<file path="config.mk">
export PLATFORM = sky130hd
export DESIGN_NAME = ssc_strap_config
export DESIGN_NICKNAME = d
export VERILOG_FILES = /design/src/ssc_pkg.sv /design/src/ssc_strap_config.sv
export SDC_FILE = /design/constraint.sdc
export NUM_CORES = 1
export LEC_CHECK = 0
export BUFFER_PORTS_ARGS = -buffer_cell sky130_fd_sc_hd__buf_4
export CORE_MARGIN = 3
export CORE_UTILIZATION = 35
export CTS_CLUSTER_DIAMETER = 40
export DETAILED_ROUTE_END_ITERATION = 12
export GPL_ROUTABILITY_DRIVEN = 1
export SLEW_MARGIN = 30
export SYNTH_ARGS = -nofsm -noshare
export SYNTH_HDL_FRONTEND = slang
export SYNTH_SLANG_ARGS = --single-unit
</file>
<file path="constraint.sdc">
create_clock -name clock -period 1.4 [get_ports clock]
set_clock_uncertainty 0.05 [all_clocks]
set_input_delay 0.28 -clock clock [delete_from_list [all_inputs] [get_ports clock]]
set_output_delay 0.28 -clock clock [all_outputs]
set_load 0.02 [all_outputs]
</file>
<file path="src/ssc_pkg.sv">
// Package with constants and carriers for the standalone strap configuration.
package ssc_pkg;

	// ----------------------------------------------------------------
	// Strap decode, reset and clock constants
	// ----------------------------------------------------------------
	localparam logic [3:0] MICROSTEP_RESOLUTION_CODE_8 = 4'h5;
	localparam logic [3:0] MICROSTEP_RESOLUTION_CODE_16 = 4'h4;
	localparam logic [3:0] MICROSTEP_RESOLUTION_CODE_32 = 4'h3;
	localparam logic [3:0] MICROSTEP_RESOLUTION_CODE_64 = 4'h2;
	localparam logic [3:0] MICROSTEP_RESOLUTION_CODE_RESET = 4'h0;
	localparam logic [4:0] RUN_CURRENT_SCALE_RESET = 5'h1f;
	localparam logic [4:0] HOLD_CURRENT_SCALE_RESET = 5'h10;
	localparam logic [3:0] CHOPPER_OFF_TIME_STANDALONE = 4'h3;
	localparam logic [3:0] CHOPPER_OFF_TIME_RESET = 4'h0;
	localparam int WDOG_LIMIT = 32;
	localparam int EDGES_TO_SWITCH = 2;

	// ----------------------------------------------------------------
	// Types
	// ----------------------------------------------------------------
	typedef enum logic [1:0] {
		CLK_INTERNAL = 2'b00,
		CLK_ONE_EDGE = 2'b01,
		CLK_EXTERNAL = 2'b11
	} ssc_clk_e;

	typedef struct packed {
		logic [3:0] microstep_resolution_code;
		logic [4:0] run_current_scale;
		logic [4:0] hold_current_scale;
		logic [3:0] chopper_off_time;
		logic pwm_mode_enable;
	} ssc_cfg_s;

	typedef struct packed {
		logic [6:0] strap;
		logic standalone;
		logic ext_clk;
		ssc_clk_e clk_state;
		logic [5:0] wdog;
		ssc_cfg_s cfg;
		logic diagnostic_output_enable;
	} ssc_state_s;

endpackage

</file>
<file path="src/ssc_strap_config.sv">
// Standalone strap decoder and core clock source selector.
`timescale 1ns/1ps
// Summary of operation
// - Standalone when serial select pin low and step/dir mode pin high.
// - In standalone, four-wire and single-wire serial ports are disabled.
// - In standalone, motion follows step/dir only; ramp generator unused.
// - Straps 1,0 pick microstep code 5, 4, 3 or 2.
// - Straps 4..2 pick run current 16 to 28 in steps of two, or 31.
// - Strap 5 low gives off-time 3; high enables voltage-PWM chopper.
// - Strap 6 low: hold equals run; high: hold is half run.
// - Diagnostic outputs stay as configured before standalone; default off.
// - Reset loads every configuration setting with its default.
// - Clock pin tied low keeps the internal oscillator.
// - Switch to external clock after the second rising edge.
// - Fall back to internal oscillator after 32 cycles without edge.
module ssc_strap_config (
	input wire logic clock,
	input wire logic reset_n,
	input wire logic serial_select_pin,
	input wire logic step_dir_mode_pin,
	input wire logic strap_pin_0,
	input wire logic strap_pin_1,
	input wire logic strap_pin_2,
	input wire logic strap_pin_3,
	input wire logic strap_pin_4,
	input wire logic strap_pin_5,
	input wire logic strap_pin_6,
	input wire logic ext_clk_pin,
	input wire logic serial_cfg_valid,
	input wire ssc_pkg::ssc_cfg_s serial_cfg,
	input wire logic serial_diagnostic_output_enable,
	output ssc_pkg::ssc_cfg_s active_cfg,
	output logic standalone_mode,
	output logic spi_enable,
	output logic uart_enable,
	output logic ramp_generator_enable,
	output logic diagnostic_output_output_enable,
	output logic use_external_clock
);

	// ----------------------------------------------------------------
	// State
	// ----------------------------------------------------------------
	ssc_pkg::ssc_state_s s_q;
	ssc_pkg::ssc_state_s s_d;
	logic ext_rise;
	logic [4:0] run_current_scale_v;

	// Edge of the external clock pin sampled by the core clock. The pin is
	// compared with its registered copy rather than with the next state, so
	// the detector does not feed back through the process that reads it.
	// The registered copy resets low, the idle level of a tied-low pin, so
	// no false edge follows reset.
	assign ext_rise = ext_clk_pin & ~s_q.ext_clk;

	// ----------------------------------------------------------------
	// Next-state logic
	// ----------------------------------------------------------------
	// Next-state logic: strap decode, mode, clock source and watchdog.
	// One process fills the whole next state so that every field has a
	// single driver and a defined value on every path.
	always_comb
	begin
		s_d = s_q;
		run_current_scale_v = 5'h00;
		s_d.strap = {strap_pin_6, strap_pin_5, strap_pin_4, strap_pin_3,
			strap_pin_2, strap_pin_1, strap_pin_0};
		s_d.ext_clk = ext_clk_pin;
		s_d.standalone = ~serial_select_pin & step_dir_mode_pin;
		// Serial writes only land while the serial ports are alive.
		if (!s_q.standalone && serial_cfg_valid)
		begin
			s_d.cfg = serial_cfg;
			s_d.diagnostic_output_enable = serial_diagnostic_output_enable;
		end
		if (s_q.standalone)
		begin
			case (s_q.strap[1:0])
				2'b00: s_d.cfg.microstep_resolution_code = ssc_pkg::MICROSTEP_RESOLUTION_CODE_8;
				2'b01: s_d.cfg.microstep_resolution_code = ssc_pkg::MICROSTEP_RESOLUTION_CODE_16;
				2'b10: s_d.cfg.microstep_resolution_code = ssc_pkg::MICROSTEP_RESOLUTION_CODE_32;
				default: s_d.cfg.microstep_resolution_code = ssc_pkg::MICROSTEP_RESOLUTION_CODE_64;
			endcase
			if (s_q.strap[4:2] == 3'h7)
				run_current_scale_v = 5'h1f;
			else
				run_current_scale_v = 5'h10 + {1'b0, s_q.strap[4:2], 1'b0};
			s_d.cfg.run_current_scale = run_current_scale_v;
			s_d.cfg.hold_current_scale = s_q.strap[6] ? {1'b0, run_current_scale_v[4:1]}
				: run_current_scale_v;
			if (s_q.strap[5])
				s_d.cfg.pwm_mode_enable = 1'b1;
			else
			begin
				s_d.cfg.pwm_mode_enable = 1'b0;
				s_d.cfg.chopper_off_time = ssc_pkg::CHOPPER_OFF_TIME_STANDALONE;
			end
		end
		// Clock selection; a pin held low never leaves internal.
		// The watchdog counts core cycles since the last rise and stops at
		// its limit, so it cannot wrap back and mask a missing clock.
		// Limitation: the limit is counted in core cycles, not oscillator
		// cycles, so the fallback time scales with the core clock.
		if (ext_rise)
			s_d.wdog = 6'h00;
		else if (s_q.wdog != 6'(ssc_pkg::WDOG_LIMIT))
			s_d.wdog = s_q.wdog + 6'h01;
		case (s_q.clk_state)
			ssc_pkg::CLK_INTERNAL:
				if (ext_rise)
					s_d.clk_state = ssc_pkg::CLK_ONE_EDGE;
			ssc_pkg::CLK_ONE_EDGE:
				if (ext_rise)
					s_d.clk_state = ssc_pkg::CLK_EXTERNAL;
				else if (s_q.wdog == 6'(ssc_pkg::WDOG_LIMIT))
					s_d.clk_state = ssc_pkg::CLK_INTERNAL;
			default:
				if (!ext_rise && s_q.wdog == 6'(ssc_pkg::WDOG_LIMIT))
					s_d.clk_state = ssc_pkg::CLK_INTERNAL;
		endcase
	end

	// ----------------------------------------------------------------
	// State register
	// ----------------------------------------------------------------
	// State register; defaults come only from reset.
	// Only constants load in the reset branch, so the asynchronous path
	// never depends on another flop.
	always_ff @(posedge clock or negedge reset_n)
	begin
		if (!reset_n)
		begin
			s_q.strap <= 7'h00;
			s_q.standalone <= 1'b0;
			s_q.ext_clk <= 1'b0;
			s_q.clk_state <= ssc_pkg::CLK_INTERNAL;
			s_q.wdog <= 6'h00;
			s_q.cfg.microstep_resolution_code <= ssc_pkg::MICROSTEP_RESOLUTION_CODE_RESET;
			s_q.cfg.run_current_scale <= ssc_pkg::RUN_CURRENT_SCALE_RESET;
			s_q.cfg.hold_current_scale <= ssc_pkg::HOLD_CURRENT_SCALE_RESET;
			s_q.cfg.chopper_off_time <= ssc_pkg::CHOPPER_OFF_TIME_RESET;
			s_q.cfg.pwm_mode_enable <= 1'b0;
			s_q.diagnostic_output_enable <= 1'b0;
		end
		else
			s_q <= s_d;
	end

	// ----------------------------------------------------------------
	// Outputs
	// ----------------------------------------------------------------
	// Outputs come straight from the state flip-flops.
	assign active_cfg = s_q.cfg;
	assign standalone_mode = s_q.standalone;
	assign spi_enable = ~s_q.standalone;
	assign uart_enable = ~s_q.standalone;
	assign ramp_generator_enable = ~s_q.standalone;
	assign diagnostic_output_output_enable = s_q.diagnostic_output_enable;
	assign use_external_clock = (s_q.clk_state == ssc_pkg::CLK_EXTERNAL);
endmodule

</file>
==> flow_summary.ini, run 1 <==
[grt]
grt_pass1_vias = 1294
grt-busiest-layer = met2
gr-total-overflow = 0
met2_usage_pct = 22.21
grt_usage_pct = 12.84
grtUsageMet1_pct = 15.23
use_met3_pct = 3.756
grt_pass1_wl_um = 6196
grt_max_degree = 38
antenna_found_initial = 0

[timing]
max_freq_mhz = 733.4
setup-violations-final = 0
fin_crit_ns = 1.363
final_max_slew_viol_count = 0
max-slew-margin-rel_pct = 70.48
hold_violations = 0
rsz0062_at_grt = no
hold_slack_ns = 0.04783
worstMarginPinSlew_ns = 0.4428
period_share_pct = 97.39

[finish]
fin_nets = 233
drive_gt1_share_pct = 41.21
final_cell_mix = buf_4, dfrtp_1, mux2i_1, a21oi_1, nand2_1
layout_commonest_cell = buf_4
final_cells = 266
antenna_cells = 0
fillers = 463
syn_to_final_growth_pct = 25.20

[setup_path]
worstPathMaxFanout = 25
path_class = flip-flop to output pin
regToRegSetupSlack_ns = 0.09
reg2reg_from = s_q[20]$_DFFE_PN0P_
critPathCaptureType = output pin
cp-start-kind = flip-flop
critical_path.max_stage_delay_ns = 0.44
required_ns = 1.07
cp_slowest_cell = dfrtp_2
rr_worst_depth = 4
crit_arrival_ns = 1.03
path_cells = buf_12 > buf_6
r2r-end = s_q[23]$_DFFE_PN0P_

[power]
combinationalPowerShare_pct = 24.3
p_leak_nw = 1.036
vdd_drop_max_mv = 0.5291
p_per_area_mw_per_mm2 = 1224
sw_frac_of_total_pct = 30.27
p_int_w = 0.001883
power_switching_w = 0.0008175
p_seq_share_pct = 49.3
p_clk_share_pct = 26.4

[synth]
yosysWarnings = 0
async_flop_share_pct = 100.0
yosysSeqAreaShare_pct = 52.95
synth.net_count = 194
synth_cell_type_count = 33
syn_area_per_cell_um2 = 11.09
synth-main-ff-cell = dfrtp_1
syn_inst = 159
synth_edf_count = 0
ys_seq_elements = 37
syn_area_mm2 = 0.001763

[placed_design]
dp.final_hpwl_um = 2677
io_buffers = 57
routabilityCongestion = 0.7324
post-place-cells = 257

[die]
die-area_mm2 = 0.005924
ios = 58
core-area_mm2 = 0.004786
fp.dieH_um = 76.97
row_count = 25
fp.dieW_um = 76.97
initial_core_util_pct = 36.84

[clocking]
post_cts_buffers = 0
cts_buffers = 5
clkSinkCount = 37
clkTransAtPathRegs_ns = 0.07
tritoncts = done
clockBufferDepth = 2
htree_levels = 2
clock_tree.root_cell = clkbuf_8
clock_latency_ns = 0.28

[drt]
vias_per_cell = 4.564
first_iter_violations = 42
vias = 1214
wirelength_um = 3625
drc = 0
avgRoutedWirePerCell_um = 13.63
ant_nets = 0
drtPass1Iterations = 3

[outcome]
outcome = finished clean

[hold_path]
min_delay_worst_endpoint = s_q[33]$_DFF_PN0_
hold_path.startpoint = strap_pin_3
holdCritPathClass = primary input to flip-flop
min_path_cells = 1

[run]
cap_violations = 0
==> per-layer routing <==
layer	vias to the layer above	routed length, um
met4	0	40
met3	5	239
met5	-	0
met2	39	1809
met1	572	1536
li1	598	-
==> area by class of cell <==
| cell class | count | area (um2) | area share (%) |
|---|---|---|---|
| timing repair buffer | 61 | 476.7 | 21.60 |
| multi-input combinational | 89 | 609.3 | 27.61 |
| sequential | 37 | 934.6 | 42.35 |
| clock buffer | 6 | 72.57 | 3.288 |
| tap | 67 | 83.83 | 3.798 |
| inverter | 4 | 20.02 | 0.9070 |
| clock inverter | 2 | 10.01 | 0.4535 |
==> worst max-delay path: cells and delay by family (launching register included) <==
| kind | cells | cell delay, ns |
|---|---|---|
| DFF | 1 | 0.44 |
| buffers and inverters | 2 | 0.30 |
==> sequential cells by signal, summed over array words and instances, names as in the netlist <==
name,count
standalone_mode,1
s_q,16
diagnostic_output_output_enable,1
active_cfg,19
==> what timing repair did <==
item / 4_1_cts / 5_1_grt
gates resized for setup: 3 / 2
endpoints found under the hold margin: 31 / 0
hold buffers: 1 / 0
setup endpoints to repair: 4 / 4
==> metrics by stage <==
stage / total power [W] / worst slack [ns] / area [um2] / utilization, % / TNS (ns)
finish: 0.002701 / 0.03654 / 2207 / 46.12 / 0
CTS: 0.002734 / 0.005468 / 2203 / 46.04 / 0
floorplan: 0.001782 / 0.07527 / 1765 / - / 0
global placement: 0.001968 / 0.08296 / 2103 / 43.95 / 0
detailed placement: 0.002009 / -0.002017 / 2103 / 43.95 / -0.002017
global route: 0.002858 / 0.0009653 / 2207 / 46.12 / 0
==> power groups by stage <==
stage	Sequential, W	Combinational [W]	Clock (W)
3_5_place_dp	0.00135	0.000659	0
6_report	0.00133	0.000657	0.000714
3_3_place_gp	0.00133	0.000635	0
2_1_floorplan	0.00134	0.000447	0
5_1_grt	0.00135	0.000721	0.000786
4_1_cts	0.00133	0.000666	0.000737
==> worst max path at each step <==
stage                                   start                   to  slack, ns  depth (start not counted)
global placement          s_q[23]$_DFFE_PN0P_  s_q[22]$_DFFE_PN0P_       0.08                          3
floorplan           standalone_mode$_DFF_PN0_           spi_enable       0.08                          4
global route              s_q[20]$_DFFE_PN0P_  s_q[24]$_DFFE_PN0P_      0.001                          4
CTS                 standalone_mode$_DFF_PN0_      standalone_mode      0.005                          2
detailed placement        s_q[23]$_DFFE_PN0P_  s_q[23]$_DFFE_PN0P_     -0.002                          3
finish              standalone_mode$_DFF_PN0_      standalone_mode       0.04                          2
==> synth_stat cells (3+ instances only) <==
cell,number,area [um2]
nor3_1,4,20.02
dfrtp_1,31,775.7
o21ai_1,7,35.03
a21oi_1,12,60.06
buf_4,23,172.7
buf_2,3,15.01
mux2i_1,17,170.2
dfstp_2,6,157.7
nand3_1,3,15.01
inv_1,3,11.26
nand2_1,10,37.54
nor2_1,3,11.26
a211oi_1,4,30.03
nor2b_1,6,37.54
==> cell families (layout without fill, tap and decap cells) <==
group                      after synthesis  after routing  synth area share (%)
AOI/OAI and AO/OA                       33             33                 11.50
xor gates and xnor gates                 3              3                 1.491
adders and majority gates                2              2                 1.419
buffers and inverters                   33             73                 12.56
DFF                                     37             37                 52.95
muxes                                   17             17                 9.652
and+or+nand+nor                         34             34                 10.43
Note: power is estimated with default switching activity, not from simulation.
==> inputs of run 2 (changes only) <==
- PLACE_DENSITY: not set -> 0.64
==> run 2 against run 1 <==
Setup slack improved by 0.0098 ns. Sequential power about the same. Via count increased by 3.9%. Core utilization increased by 0.92 points. Largest cell class unchanged. Flip-flop and latch count unchanged. Critical path depth unchanged. Sequential share of layout area decreased by 0.82 points. Register-to-register slack improved by 0.04 ns.
==> flow_summary.ini, run 2 (synthesis results as in run 1) <==
[outcome]
outcome = finished clean

[setup_path]
reg2reg_from = s_q[23]$_DFFE_PN0P_
path_cells = buf_12 > buf_8
required_ns = 1.07
path_class = flip-flop to output pin
startpoint = standalone_mode$_DFF_PN0_
worst-path-buf-inv = 2
critPathTopFamily = flip-flops
critPathCaptureType = output pin
worstPathMaxFanout = 25
cp_slowest_cell = dfrtp_2
cp-start-kind = flip-flop
crit_arrival_ns = 1.02
critical_path.max_stage_delay_ns = 0.44

[drt]
ant_nets = 0
avgRoutedWirePerCell_um = 12.61
first_iter_violations = 50
wirelength_um = 3405
vias = 1261
vias_per_cell = 4.670
drtPass1Iterations = 4
drc = 0

[power]
p_seq_share_pct = 47.3
vdd_drop_max_mv = 0.7677
p_per_area_mw_per_mm2 = 1234
p_int_w = 0.001958
combinationalPowerShare_pct = 24.7
power_switching_w = 0.0008203
p_leak_nw = 1.064
p_clk_share_pct = 28.0
sw_frac_of_total_pct = 29.53

[die]
ios = 58
fp.dieH_um = 76.97
row_count = 25
die-area_mm2 = 0.005924
fp.dieW_um = 76.97
initial_core_util_pct = 36.84
core-area_mm2 = 0.004786

[finish]
largest_reg_flops = 19
fillers = 462
final_cell_mix = buf_4, dfrtp_1, mux2i_1, a21oi_1, nand2_1
syn_to_final_growth_pct = 27.68
drive_gt1_share_pct = 42.36
fin_nets = 237
layout_commonest_cell = buf_4
post-route-util_pct = 47.03
antenna_cells = 0

[run]
cap_violations = 0

[timing]
max_freq_mhz = 738.7
fin_ws_ns = 0.04634
setup-violations-final = 0
hold_violations = 0
fin_crit_ns = 1.354
rsz0062_at_grt = yes
period_share_pct = 96.69
worstMarginPinSlew_ns = 0.4625
max-slew-margin-rel_pct = 69.16
final_max_slew_viol_count = 0

[clocking]
tritoncts = done
clkSinkCount = 37
clock_latency_ns = 0.29
cts_buffers = 5
htree_levels = 2
clockBufferDepth = 2
clkTransAtPathRegs_ns = 0.08
clock_tree.root_cell = clkbuf_8

[hold_path]
holdCritPathClass = primary input to flip-flop
hold_path.startpoint = strap_pin_4

[grt]
grt_pass1_vias = 1206
grt_usage_pct = 11.96
grt_pass1_wl_um = 5582
antenna_found_initial = 0
grt_max_degree = 38
gr-total-overflow = 0

[placed_design]
routabilityCongestion = 0.6992
io_buffers = 57
place_ws_ns = 0.1019
dp.final_hpwl_um = 2386
## run 2: power groups by stage
| stage | clock network [W] | logic, W | registers [W] |
|---|---|---|---|
| after global routing | 0.000850 | 0.000756 | 0.00133 |
| final | 0.000777 | 0.000687 | 0.00131 |
| after floorplan | 0 | 0.000447 | 0.00134 |
| after detailed placement | 0 | 0.000652 | 0.00134 |
| after CTS | 0.000805 | 0.000661 | 0.00132 |
| after global placement | 0 | 0.000649 | 0.00134 |
## run 2: layout make-up
| cell class | count | area, um2 | area share (%) |
|---|---|---|---|
| clock buffers | 6 | 82.58 | 3.669 |
| clock inverters | 2 | 13.76 | 0.6115 |
| inverters | 4 | 17.52 | 0.7782 |
| multi-input cells | 89 | 608.1 | 27.01 |
| flip-flops and latches | 37 | 934.6 | 41.52 |
| well taps | 67 | 83.83 | 3.724 |
| repair buffers | 65 | 510.5 | 22.68 |
## run 2: path summary, 6_finish.rpt
check,cells past startpoint,slack (ns),endpoint
min in group asynchronous,2,0.45,active_cfg[16]$_DFFE_PN0P_
max in group asynchronous,2,0.50,active_cfg[12]$_DFFE_PN1P_
worst min-delay path,1,0.04,s_q[34]$_DFF_PN0_
worst max register to register,4,0.13,s_q[23]$_DFFE_PN0P_
worst min register to register,1,0.38,active_cfg[15]$_DFFE_PN0P_
worst max-delay path,2,0.05,standalone_mode
## run 2: per-layer routing
metal  vias up  wire [um]  track usage (%)
met5         -          0                0
met2        48       1584            18.99
met3         5        276            5.986
met4         0         38            3.203
met1       593       1505            14.40
li1        615          -                -
## run 2: what timing repair did
item | CTS | global route
hold buffers | 1 | 0
endpoints found under the setup margin | 3 | 5
endpoints found under the hold margin | 31 | 0
resized for setup | 2 | 2
setup buffers | 0 | 2
## run 2: metrics by stage
| step | hold WS (ns) | power [W] | cells | area (um2) | TNS (ns) |
|---|---|---|---|---|---|
| 2_1_floorplan | -0.06559 | 0.001782 | 159 | 1765 | 0 |
| 3_3_place_gp | 0.2193 | 0.001986 | 259 | 2118 | 0 |
| 3_5_place_dp | 0.2209 | 0.001994 | 259 | 2118 | 0 |
| 4_1_cts | 0.03700 | 0.002789 | 268 | 2231 | 0 |
| 5_1_grt | 0.02094 | 0.002941 | 270 | 2251 | -0.07012 |
| 6_report | 0.04481 | 0.002778 | 270 | 2251 | 0 |
